--- src/core/jdh_pkg.sv ---
// Shared constants and carrier types for the decoder host control block
package jdh_pkg;
  // ==========================================================
  // Register addresses
  localparam logic [3:0] ADDR_QUEUE = 4'h6;
  localparam logic [3:0] ADDR_NBLK = 4'h7;
  localparam logic [3:0] ADDR_QSEL = 4'hD;
  localparam logic [3:0] ADDR_CTRL = 4'hE;
  localparam logic [3:0] ADDR_PIX = 4'hF;
  // ==========================================================
  // Control and status bit positions
  localparam int unsigned CTRL_START = 7;
  localparam int unsigned CTRL_PIXSEL = 6;
  localparam int unsigned CTRL_QCLR = 5;
  localparam int unsigned CTRL_RSTMK = 4;
  localparam int unsigned CTRL_IRQ_BLK = 3;
  localparam int unsigned CTRL_IRQ_LOW = 2;
  localparam int unsigned CTRL_IRQ_ERR = 1;
  localparam int unsigned CTRL_SOFT = 0;
  // ==========================================================
  // Reset values, levels and counts
  localparam logic [7:0] CTRL_RST = 8'h00;
  localparam logic [7:0] QSEL_RST = 8'h00;
  localparam logic [23:0] NBLK_RST = 24'h00_0000;
  localparam int unsigned QUEUE_DEPTH = 64;
  localparam int unsigned PAGE_BYTES = 64;
  localparam logic [6:0] LOW_LEVEL = 7'h10;
  localparam logic [6:0] COEF_MAX = 7'h3F;
  localparam logic [1:0] NBLK_LAST = 2'h2;
  // ==========================================================
  // Pixel bus pacing
  localparam int unsigned CLK_KHZ = 200000;
  localparam int unsigned PIX_RATE_KHZ = 1250;
  localparam int unsigned PIX_DIV_CYC = CLK_KHZ / PIX_RATE_KHZ;
  // ==========================================================
  // Carriers
  typedef struct packed {
    logic cs_n;
    logic wr_n;
    logic rd_n;
    logic [3:0] addr;
    logic [7:0] data;
  } jdh_hbus_t;
  typedef struct packed {
    logic eoi;
    logic rst_mark;
    logic [2:0] rst_idx;
    logic long_code;
    logic coef_valid;
    logic [6:0] coef_idx;
    logic blk_done;
  } jdh_evt_t;
  typedef struct packed {
    logic valid;
    logic [1:0] component_type_out;
    logic [7:0] data;
  } jdh_pix_t;
endpackage

--- src/core/jdh_mem.sv ---
// Simple dual-port byte memory with registered read data
`timescale 1ns/100ps
`default_nettype none
module jdh_mem #(
  parameter int unsigned DEPTH = 64,
  parameter int unsigned AW = 6
) (
  // Clock and reset
  input wire logic i_mclk,
  input wire logic i_rst_n,
  // Write port
  input wire logic i_we,
  input wire logic [AW-1:0] i_waddr,
  input wire logic [7:0] i_wdata,
  // Read port
  input wire logic [AW-1:0] i_raddr,
  output logic [7:0] o_rdata
);
  logic [7:0] mem_q [DEPTH];

  always_ff @(posedge i_mclk) begin
    if (i_we) begin
      mem_q[i_waddr] <= i_wdata;
    end
  end

  // Read returns old data on a same-address write; callers wait a cycle
  always_ff @(posedge i_mclk or negedge i_rst_n) begin
    if (!i_rst_n) begin
      o_rdata <= 8'h00;
    end else begin
      o_rdata <= mem_q[i_raddr];
    end
  end
endmodule
`default_nettype wire

--- src/core/jdh_ctrl.sv ---
// Host control plane: input queue, pixel pages, control, status, interrupt
// ==========================================================
// Notes on behaviour
// - 64-byte input queue filled at one address, drained by decoder, pointer cleared on reset.
// - Input-low flag set while queue holds 16 bytes or fewer.
// - Empty queue never stalls; decoder just waits for bytes.
// - Two 64-byte pixel pages alternate between transform writes and reads.
// - Control bit 6 picks pixel bus or host bus; host mode idles pixel pins.
// - Status bit 5 marks a full block ready; block-ready pin mirrors it.
// - Control bit 7 starts decoding and self-clears after one clock.
// - Control bit 5 clears the queue pointer and self-clears after one clock.
// - Control bit 4 enables restart marker recognition.
// - Control bit 0 reinitialises status and pointers, keeps settings, self-clears.
// - Interrupt high for block-ready, input-low or error with matching enables.
// - Clearing access drops interrupt that cycle; other pending sources re-raise it.
// - Reading all three block count bytes clears the error and its interrupt.
// - Queue write clears input-low; it returns if level stays at 16 or below.
// - Reading one pixel clears block-ready and drops its pin and interrupt.
// - Error on early end or restart marker, over-long code, or index above 63.
// - During error the busy bits show the last restart marker index.
// - After error with restart markers, skip data until the next marker.
// - Status bits 7:6 show the output block's component type, as the pins.
// - Busy bits follow transform, dequantiser, entropy; entropy busy from start on.
// - Quant selector holds a 2-bit table index per component type.
// - Block count is a 24-bit down-counter per interval or per image.
`timescale 1ns/100ps
`default_nettype none
module jdh_ctrl #(
  parameter int unsigned PIX_DIV = jdh_pkg::PIX_DIV_CYC
) (
  // Clock and reset
  input wire logic i_mclk,
  input wire logic i_rst_n,
  // Host bus pins
  input wire jdh_pkg::jdh_hbus_t i_host,
  output logic [7:0] o_data,
  output logic o_data_oe,
  output logic o_irq,
  // Pixel bus pins
  output logic [7:0] o_pixel,
  output logic [1:0] o_component_type_out,
  output logic o_pixel_oe,
  output logic o_pixel_strobe_out,
  output logic o_pixel_request_out,
  output logic o_block_done_out,
  // Entropy decoder side
  input wire logic i_q_pop,
  output logic [7:0] o_q_byte,
  output logic o_q_valid,
  input wire jdh_pkg::jdh_evt_t i_evt,
  output logic o_start,
  output logic o_skip,
  output logic o_restart_marker_enable,
  output logic [7:0] o_quant_table_selector,
  // Transform and dequantiser side
  input wire jdh_pkg::jdh_pix_t i_pix,
  output logic o_pix_ready,
  input wire logic i_transform_active,
  input wire logic i_dequant_active
);
  import jdh_pkg::*;

  // ==========================================================
  // Host pin synchronisers and access decode
  jdh_hbus_t h1_q, h2_q;
  logic rd_prev_q, wr_prev_q;
  wire rd_act = !h2_q.cs_n && !h2_q.rd_n;
  wire wr_act = !h2_q.cs_n && !h2_q.wr_n;
  always_ff @(posedge i_mclk or negedge i_rst_n) begin
    if (!i_rst_n) begin
      h1_q <= '{cs_n: 1'b1, wr_n: 1'b1, rd_n: 1'b1, addr: 4'h0, data: 8'h00};
      h2_q <= '{cs_n: 1'b1, wr_n: 1'b1, rd_n: 1'b1, addr: 4'h0, data: 8'h00};
      rd_prev_q <= 1'b0;
      wr_prev_q <= 1'b0;
    end else begin
      h1_q <= i_host;
      h2_q <= h1_q;
      rd_prev_q <= rd_act;
      wr_prev_q <= wr_act;
    end
  end
  wire rd_go = rd_act && !rd_prev_q;
  wire wr_go = wr_act && !wr_prev_q;
  wire [7:0] wdat = h2_q.data;
  wire q_wr_acc = wr_go && h2_q.addr == ADDR_QUEUE;
  wire nb_wr = wr_go && h2_q.addr == ADDR_NBLK;
  wire qsel_wr = wr_go && h2_q.addr == ADDR_QSEL;
  wire ctrl_wr = wr_go && h2_q.addr == ADDR_CTRL;
  wire nb_rd = rd_go && h2_q.addr == ADDR_NBLK;
  wire pix_rd = rd_go && h2_q.addr == ADDR_PIX;

  // ==========================================================
  // Control, selector and self-clearing pulses
  logic [7:0] ctrl_q, qsel_q;
  logic start_p, qclr_p, soft_p;
  always_ff @(posedge i_mclk or negedge i_rst_n) begin
    if (!i_rst_n) begin
      ctrl_q <= CTRL_RST;
      qsel_q <= QSEL_RST;
    end else begin
      if (ctrl_wr) ctrl_q <= wdat;
      else ctrl_q <= ctrl_q & ~8'hA1;
      if (qsel_wr) qsel_q <= wdat;
    end
  end
  assign start_p = ctrl_q[CTRL_START];
  assign qclr_p = ctrl_q[CTRL_QCLR];
  assign soft_p = ctrl_q[CTRL_SOFT];
  wire pix_sel = ctrl_q[CTRL_PIXSEL];
  wire rstmk_en = ctrl_q[CTRL_RSTMK];

  // ==========================================================
  // Input byte queue
  logic [5:0] q_wp_q, q_rp_q;
  logic [6:0] q_cnt_q;
  logic ent_act_q;
  wire q_full = q_cnt_q == 7'(QUEUE_DEPTH);
  wire q_we = q_wr_acc && !q_full;
  wire q_rd = i_q_pop && o_q_valid;
  wire q_flush = qclr_p || soft_p;
  wire [5:0] q_rp_d = q_flush ? 6'h00 : q_rp_q + 6'(q_rd);
  wire [6:0] q_cnt_d = q_flush ? 7'h00 : q_cnt_q + 7'(q_we) - 7'(q_rd);
  wire low_d = (q_cnt_d <= LOW_LEVEL) && !q_wr_acc;
  always_ff @(posedge i_mclk or negedge i_rst_n) begin
    if (!i_rst_n) begin
      q_wp_q <= 6'h00;
      q_rp_q <= 6'h00;
      q_cnt_q <= 7'h00;
      o_q_valid <= 1'b0;
      ent_act_q <= 1'b0;
    end else begin
      q_wp_q <= q_flush ? 6'h00 : q_wp_q + 6'(q_we);
      q_rp_q <= q_rp_d;
      q_cnt_q <= q_cnt_d;
      // Valid lags one cycle so the registered read sees fresh data
      o_q_valid <= q_cnt_q != 7'h00 && !q_rd && !q_flush;
      if (soft_p) ent_act_q <= 1'b0;
      else if (start_p) ent_act_q <= 1'b1;
    end
  end
  jdh_mem #(.DEPTH(QUEUE_DEPTH), .AW(6)) u_queue (
    .i_mclk(i_mclk),
    .i_rst_n(i_rst_n),
    .i_we(q_we),
    .i_waddr(q_wp_q),
    .i_wdata(wdat),
    .i_raddr(q_rp_d),
    .o_rdata(o_q_byte)
  );

  // ==========================================================
  // Block count, decode error and restart tracking
  logic [23:0] nblk_q, nblk_init_q;
  logic [1:0] nb_wi_q, nb_ri_q;
  logic err_q, skip_q;
  logic [2:0] rsc_q;
  wire mark_end = i_evt.eoi || (i_evt.rst_mark && rstmk_en);
  wire err_set = (mark_end && nblk_q != 24'h00_0000) || i_evt.long_code
    || (i_evt.coef_valid && i_evt.coef_idx > COEF_MAX);
  wire err_clr = nb_rd && nb_ri_q == NBLK_LAST;
  wire err_d = err_set || (err_q && !err_clr && !soft_p);
  wire [7:0] nb_rbyte = nb_ri_q == 2'h0 ? nblk_q[23:16]
    : nb_ri_q == 2'h1 ? nblk_q[15:8] : nblk_q[7:0];
  always_ff @(posedge i_mclk or negedge i_rst_n) begin
    if (!i_rst_n) begin
      nblk_q <= NBLK_RST;
      nblk_init_q <= NBLK_RST;
      nb_wi_q <= 2'h0;
      nb_ri_q <= 2'h0;
      err_q <= 1'b0;
      skip_q <= 1'b0;
      rsc_q <= 3'h0;
    end else begin
      if (nb_wr) begin
        nb_wi_q <= nb_wi_q == NBLK_LAST ? 2'h0 : nb_wi_q + 2'h1;
        nblk_init_q <= {nblk_init_q[15:0], wdat};
        nblk_q <= {nblk_init_q[15:0], wdat};
      end else if (i_evt.rst_mark && rstmk_en) begin
        nblk_q <= nblk_init_q;
      end else if (i_evt.blk_done && nblk_q != 24'h00_0000 && !skip_q) begin
        nblk_q <= nblk_q - 24'h00_0001;
      end
      if (nb_rd) nb_ri_q <= nb_ri_q == NBLK_LAST ? 2'h0 : nb_ri_q + 2'h1;
      err_q <= err_d;
      if (i_evt.rst_mark && rstmk_en && !err_q) rsc_q <= i_evt.rst_idx;
      if (soft_p || (i_evt.rst_mark && rstmk_en)) skip_q <= 1'b0;
      else if (err_set && rstmk_en) skip_q <= 1'b1;
    end
  end
  // Settings outputs track the registers so the decoder sees a write at once
  always_ff @(posedge i_mclk or negedge i_rst_n) begin
    if (!i_rst_n) begin
      o_restart_marker_enable <= 1'b0;
      o_quant_table_selector <= QSEL_RST;
      o_start <= 1'b0;
      o_skip <= 1'b0;
    end else begin
      o_restart_marker_enable <= ctrl_wr ? wdat[CTRL_RSTMK] : rstmk_en;
      o_quant_table_selector <= qsel_wr ? wdat : qsel_q;
      o_start <= ctrl_wr && wdat[CTRL_START];
      o_skip <= skip_q;
    end
  end

  // ==========================================================
  // Ping-pong pixel pages
  logic [1:0] full_q;
  logic [1:0] pg_ct_q [2];
  logic wpg_q, rpg_q;
  logic [5:0] widx_q, ridx_q;
  logic [PIX_DIV-1:0] div_q;
  wire pix_tick = div_q[PIX_DIV-1];
  wire avail = full_q[rpg_q];
  wire px_we = i_pix.valid && o_pix_ready;
  wire wdone = px_we && widx_q == 6'(PAGE_BYTES - 1);
  wire bus_take = pix_sel && pix_tick && avail && !o_pixel_strobe_out;
  wire host_take = !pix_sel && pix_rd && avail;
  wire take = bus_take || host_take;
  wire rdone = take && ridx_q == 6'(PAGE_BYTES - 1);
  wire [5:0] ridx_d = soft_p ? 6'h00 : ridx_q + 6'(take);
  wire rpg_d = soft_p ? 1'b0 : rpg_q ^ rdone;
  wire wpg_d = soft_p ? 1'b0 : wpg_q ^ wdone;
  wire [1:0] set_m = wdone ? (wpg_q ? 2'b10 : 2'b01) : 2'b00;
  wire [1:0] clr_m = rdone ? (rpg_q ? 2'b10 : 2'b01) : 2'b00;
  wire [1:0] full_d = soft_p ? 2'b00 : (full_q & ~clr_m) | set_m;
  wire blk_d = full_d[rpg_d] && ridx_d == 6'h00;
  wire [7:0] pix_byte;
  always_ff @(posedge i_mclk or negedge i_rst_n) begin
    if (!i_rst_n) begin
      full_q <= 2'b00;
      pg_ct_q <= '{2'h0, 2'h0};
      wpg_q <= 1'b0;
      rpg_q <= 1'b0;
      widx_q <= 6'h00;
      ridx_q <= 6'h00;
      div_q <= PIX_DIV'(1);
    end else begin
      full_q <= full_d;
      wpg_q <= wpg_d;
      rpg_q <= rpg_d;
      ridx_q <= ridx_d;
      if (soft_p) widx_q <= 6'h00;
      else if (px_we) widx_q <= widx_q + 6'h01;
      if (px_we && widx_q == 6'h00) pg_ct_q[wpg_q] <= i_pix.component_type_out;
      // One-hot ring paces the pixel bus at its documented rate
      div_q <= {div_q[PIX_DIV-2:0], div_q[PIX_DIV-1]};
    end
  end
  jdh_mem #(.DEPTH(2 * PAGE_BYTES), .AW(7)) u_pages (
    .i_mclk(i_mclk),
    .i_rst_n(i_rst_n),
    .i_we(px_we),
    .i_waddr({wpg_q, widx_q}),
    .i_wdata(i_pix.data),
    .i_raddr({rpg_d, ridx_d}),
    .o_rdata(pix_byte)
  );

  // ==========================================================
  // Status byte, read data and interrupt
  logic blk_q, low_q;
  wire [2:0] busy = err_q ? rsc_q
    : {i_transform_active, i_dequant_active, ent_act_q};
  wire [7:0] status = {pg_ct_q[rpg_q], blk_q, busy, err_q, low_q};
  wire [7:0] rd_val = h2_q.addr == ADDR_CTRL ? status
    : h2_q.addr == ADDR_NBLK ? nb_rbyte
    : h2_q.addr == ADDR_PIX ? pix_byte : 8'h00;
  wire low_sd = soft_p ? 1'b0 : low_d;
  wire blk_sd = soft_p ? 1'b0 : blk_d;
  wire err_sd = soft_p ? 1'b0 : err_d;
  wire irq_raw = (blk_sd && ctrl_q[CTRL_IRQ_BLK]) || (low_sd && ctrl_q[CTRL_IRQ_LOW])
    || (err_sd && ctrl_q[CTRL_IRQ_ERR]);
  wire clr_acc = q_wr_acc || host_take || err_clr;
  always_ff @(posedge i_mclk or negedge i_rst_n) begin
    if (!i_rst_n) begin
      blk_q <= 1'b0;
      low_q <= 1'b0;
      o_irq <= 1'b0;
      o_block_done_out <= 1'b0;
      o_data <= 8'h00;
      o_data_oe <= 1'b0;
    end else begin
      blk_q <= blk_sd;
      low_q <= low_sd;
      o_block_done_out <= blk_sd;
      o_irq <= irq_raw && !clr_acc;
      if (rd_go) o_data <= rd_val;
      o_data_oe <= rd_act;
    end
  end

  // ==========================================================
  // Pixel bus outputs
  always_ff @(posedge i_mclk or negedge i_rst_n) begin
    if (!i_rst_n) begin
      o_pixel <= 8'h00;
      o_component_type_out <= 2'h0;
      o_pixel_oe <= 1'b0;
      o_pixel_strobe_out <= 1'b0;
      o_pixel_request_out <= 1'b0;
      o_pix_ready <= 1'b0;
    end else begin
      if (bus_take) o_pixel <= pix_byte;
      o_component_type_out <= bus_take ? pg_ct_q[rpg_q] : pg_ct_q[rpg_d];
      o_pixel_oe <= pix_sel;
      o_pixel_strobe_out <= bus_take;
      o_pixel_request_out <= pix_sel && full_d[rpg_d];
      o_pix_ready <= !full_d[wpg_d] && !soft_p;
    end
  end

  // ==========================================================
  // Checks
  queue_full_a: assert property (@(posedge i_mclk) disable iff (!i_rst_n)
    q_full && q_wr_acc && !q_rd && !q_flush |=> q_cnt_q == 7'(QUEUE_DEPTH))
    else $error("queue count moved on a write while full");
  queue_bound_a: assert property (@(posedge i_mclk) disable iff (!i_rst_n)
    q_cnt_q <= 7'(QUEUE_DEPTH))
    else $error("queue count above depth");
  queue_clear_a: assert property (@(posedge i_mclk) disable iff (!i_rst_n)
    ctrl_wr && wdat[CTRL_QCLR] |=> ##1 q_cnt_q == 7'h00 && !o_q_valid)
    else $error("queue not emptied by clear");
  low_flag_a: assert property (@(posedge i_mclk) disable iff (!i_rst_n)
    !q_wr_acc && !soft_p && q_cnt_d <= LOW_LEVEL |=> low_q)
    else $error("input low flag missing");
  start_pulse_a: assert property (@(posedge i_mclk) disable iff (!i_rst_n)
    ctrl_wr && wdat[CTRL_START] |=> start_p ##1 !start_p && ent_act_q)
    else $error("start bit did not self-clear");
  irq_clear_a: assert property (@(posedge i_mclk) disable iff (!i_rst_n)
    clr_acc |=> !o_irq)
    else $error("interrupt high after clearing access");
  blk_mirror_a: assert property (@(posedge i_mclk) disable iff (!i_rst_n)
    o_block_done_out == blk_q)
    else $error("block ready pin differs from status");
  err_set_a: assert property (@(posedge i_mclk) disable iff (!i_rst_n)
    i_evt.long_code && !soft_p |=> err_q ##1 (err_q || $past(err_clr) || $past(soft_p)))
    else $error("decode error flag not set");
  pix_idle_a: assert property (@(posedge i_mclk) disable iff (!i_rst_n)
    !pix_sel ##1 !pix_sel |-> !o_pixel_oe && !o_pixel_strobe_out && !o_pixel_request_out)
    else $error("pixel pins active in host mode");
endmodule
`default_nettype wire

--- config.mk ---
export PLATFORM = sky130hd
export DESIGN_NAME = jdh_ctrl
export DESIGN_NICKNAME = d
export VERILOG_FILES = /design/src/core/jdh_pkg.sv /design/src/core/jdh_mem.sv /design/src/core/jdh_ctrl.sv
export SDC_FILE = /design/constraint.sdc
export NUM_CORES = 2
export LEC_CHECK = 0
export ABC_AREA = 0
export BUFFER_PORTS_ARGS = -buffer_cell sky130_fd_sc_hd__buf_4
export CORE_UTILIZATION = 40
export DETAILED_ROUTE_END_ITERATION = 7
export GPL_TIMING_DRIVEN = 0
export PLACE_DENSITY_LB_ADDON = 0.1
export RECOVER_POWER = 100
export SETUP_SLACK_MARGIN = 0.1
export SYNTH_ARGS = -nofsm -noshare
export SYNTH_HDL_FRONTEND = slang
export SYNTH_SLANG_ARGS = --single-unit
--- constraint.sdc ---
create_clock -name i_mclk -period 4.08 [get_ports i_mclk]
set_input_delay 0 -clock i_mclk [delete_from_list [all_inputs] [get_ports i_mclk]]
set_output_delay 0 -clock i_mclk [all_outputs]
set_load 0.02 [all_outputs]
==> run summary <==
## Status
- **status** complete, but fails checks
- **violations in the final reports** capacitance limit, slew limit, setup timing

## Min path
- **worst hold path class** in2reg
- **hold path cells** 5

## Place
- **Detailed Place HPWL** 160.2 mm
- **weighted congestion reported at the end of routability-driven placement** 0.9891
- **standard cell area after detailed placement** 76790 um2
- **quantity of I/O buffers inserted on ports** 84
- **setup slack after placement** -3.058 ns
- **number of placed instances with taps included** 6976

## Drt
- **via density per instance** 5.914
- **drt wl/cell** 32.96 um
- **wirelength, routed** 249.5 mm
- **number of DRC violations after detailed routing** 0
- **antenna-violating nets left** 0
- **number of iterations in the first detailed-routing pass** 6
- **number of DRC violations after detailed-routing iteration 0** 5736
- **via count** 44760

## STA
- **worst setup margin** -0.2059 ns
- **number of setup violations in the final report** 8
- **clock period minus final worst setup slack** 4.286 ns
- **tightest slew margin relative to the limit** -145.8%
- **Hold WS** 0.07995 ns
- **Least-Margin Pin Slew** 3.687 ns
- **count of pins over their slew limit** 1766
- **fin crit share** 105.0%
- **maximum operating frequency** 233.3 MHz
- **Worst Skew** 0.04490 ns
- **Total Neg Setup Slack** -1.106 ns
- **number of endpoints with negative hold slack in the final report** 0
- **RSZ-0062 raised after global routing** true

## Critical path
- **startpoint kind of the worst setup timing path** flop
- **cell breakdown of the critical path** clkbuf_8 > mux2i_4 > nor4_4 > or2_4 > ha_4 > buf_12 > buf_8 > buf_12 > buf_8 > buf_6 > o211ai_1 > o21ai_1 > nor2_2 > a21oi_4 > nor4_4
- **r2r worst-path depth** 15
- **Data arrival, critical path** 4.95 ns
- **register-to-register setup slack** -0.21 ns
- **Stages on worst setup path** 15
- **top cell family by delay on the critical path** simple AND/OR/NAND/NOR gates
- **critical path type** reg2reg
- **required time at the worst-slack endpoint** 4.74 ns
- **endpoint kind of the worst setup timing path** flop
- **largest driver fanout on the critical path** 10
- **max incr delay on CP** 0.60 ns
- **number of buffers and inverters on the critical path** 6
- **cell at the slowest stage of the critical path** nor4_4

## Clock network
- **TritonCTS clock tree** built
- **clock net sink count** 1883
- **clock-pin transition on the worst setup and hold timing paths** 0.06 ns
- **number of buffers created by CTS** 200
- **buffers from clock root to sink, at most** 3
- **cell at the root of the clock tree** clkbuf_16
- **clock latency on the worst-skew pair** 0.84 ns
- **CTS H-tree lvls** 4

## Power
- **PD cells** 555.9 nW/um2
- **largest vdd supply drop** 397.8 uV
- **Clock Power Share** 37.2%
- **internal cell power** 34.74 mW
- **Switch Pwr** 14.16 mW
- **fraction of power consumed by sequential logic** 44.8%
- **static leakage power** 29.98 nW
- **switching power share of the total** 28.96%
- **total power consumption of the routed design** 48.90 mW
- **combinational power share** 18.0%

## Global route
- **number of antenna violations at the first check in global routing** 8
- **via count of the first global-routing pass** 43518
- **overall fraction of global-route tracks in use** 26.83%
- **overflow left after global routing** 0
- **met1 Track Usage GR** 38.36%
- **routing usage on met2** 39.89%
- **grt peak-use layer** met2
- **pin count of the biggest net entering global routing** 129
- **first-pass GRT wire length** 345.5 mm
- **met3 GRT Util** 7.109%

## Die
- **DIE WIDTH** 428.5 um
- **starting density of the core** 40.25%
- **die area** 183600 um2
- **Placeable Area** 180700 um2
- **Site Rows** 156
- **floorplan die height** 428.5 um
- **IO Pins** 91

## Finish
- **layout cell share with drive strength beyond 1** 21.30%
- **cell area after layout** 87960 um2
- **non-filler instance count after layout** 7569
- **final cell utilization of the core** 48.67%
- **net count of the finished layout** 5096
- **area grow syn2layout** 20.90%

## Synth
- **part of the Yosys area used for sequential elements** 75.35%
- **commonest cells in the netlist** edfxtp_1 (1536), nand2_1 (512), dfrtp_1 (340)
- **fraction of synthesized cell area taken by the top area cell type** 63.40%
- **number of distinct standard cells referenced by the synthesized netlist** 85
- **leading post-synthesis cells by cell area** edfxtp_1 (63%), dfrtp_1 (12%), mux4_2 (5.1%)
- **Net Count, Synth** 4576
- **number of synthesized register bits** 1883
- **summed instance area of the synthesized netlist** 72750 um2
- **cell type contributing the most total cell area after synthesis** edfxtp_1
- **Avg Synthesized Cell Area** 16.14 um2
- **warnings from Yosys** 0
- **ys async rst share** 18.43%
- **EDFF count, synth** 1536
- **commonest register cell after synthesis** edfxtp_1
- **count of mapped cells out of synthesis** 4507
- **most frequent cell after synthesis** edfxtp_1

## Run
- **Max-Cap Viols** 25

cell usage in the layout (no fill, tap or decap), types with 35 or more instances in the layout:
cell type | synthesis | final
mux4_2 | 165 | 165
clkbuf_1 | 142 | 192
nand3_1 | 109 | 100
mux2i_1 | 185 | 175
nor2_1 | 316 | 271
o221ai_1 | 47 | 42
o211ai_1 | 41 | 41
clkinv_2 | 0 | 45
a31oi_1 | 57 | 50
a21oi_1 | 114 | 89
edfxtp_1 | 1536 | 1536
nor2_2 | 1 | 35
nand2_1 | 512 | 496
buf_12 | 0 | 41
clkbuf_16 | 0 | 212
dlygate4sd3_1 | 0 | 66
a311oi_1 | 66 | 65
o21ai_0 | 117 | 97
buf_4 | 24 | 134
nor2b_1 | 74 | 74
a211oi_1 | 76 | 67
nor3_1 | 59 | 50
dfrtp_1 | 340 | 338
what timing repair did:
action / in CTS / in global routing
setup endpoints to repair: 289 / 193
hold buffers: 63 / 4
buffers inserted: 113 / 30
resized for setup: 584 / 130
cloned: 9 / 1
pin swaps: 81 / 65
endpoints found under the hold margin: 1028 / 256
layout make-up:
cell class / count / area [um2]
Timing Repair Buffer: 320 / 2875
Buffer: 254 / 2380
Antenna cell: 2 / 5.005
Multi-Input combinational cell: 2331 / 18180
Inverter: 36 / 157.7
Clock buffer: 275 / 5672
Fill cell: 15377 / 92780
Tap cell: 2370 / 2965
Timing Repair inverter: 1 / 8.758
Sequential cell: 1883 / 54820
Clock inverter: 97 / 897.1
power groups by stage:
stage / combinational (mW) / clock (mW) / sequential, mW
2_1_floorplan: 5.01 / 0 / 22.2
3_3_place_gp: 8.48 / 0 / 22.3
3_5_place_dp: 8.60 / 0 / 22.2
4_1_cts: 8.84 / 18.4 / 21.9
5_1_grt: 9.38 / 19.1 / 22.0
6_report: 8.81 / 18.2 / 21.9
routing by layer:
metal	vias up	wire length, um	part of all wire, %
li1	18534	-	-
met1	23408	104400	42
met2	2361	109700	44
met3	451	26600	11
met4	6	8689	3.5
met5	-	38	0.015
sequential cells by signal, summed over array words and instances (netlist names), 15 cells and up:
| register | flops |
|---|---|
| nblk_q | 24 |
| u_pages.mem_q | 1024 |
| h1_q | 15 |
| u_queue.mem_q | 512 |
| div_q | 160 |
| nblk_init_q | 24 |
final timing paths:
check | to | startpoint
worst max-delay path | u_pages.o_rdata[1]$_DFF_PN0_ | rpg_q$_DFF_PN0_
worst min-delay path | widx_q[1]$_DFFE_PN0P_ | i_pix[10]
worst max register to register | u_pages.o_rdata[1]$_DFF_PN0_ | rpg_q$_DFF_PN0_
worst min register to register | div_q[36]$_DFF_PN0_ | div_q[35]$_DFF_PN0_
max in group asynchronous | wdat[5]$_DFF_PN0_ | i_rst_n
min in group asynchronous | nblk_q[22]$_DFFE_PN0P_ | i_rst_n
cell families (layout without fill, tap and decap cells):
logic type	after synthesis	count (layout)	synth area share, %
XOR/XNOR	33	33	0.4076
buffers and inverters	293	983	1.844
multiplexers	385	385	8.210
adder cells (fa/ha/maj)	23	23	0.4059
flip-flops	1883	1883	75.35
other	0	2	0
AO/OA/AOI/OAI	672	672	6.274
AND/OR/NAND/NOR	1218	1218	7.514
tightest hold or removal path, stage by stage:
cell and delay [ns]:
dlygate4sd3_1 0.52, buf_4 0.12, nand2_1 0.09, nand2_1 0.08, a21oi_1 0.06
(Power assumes the default switching activity.)
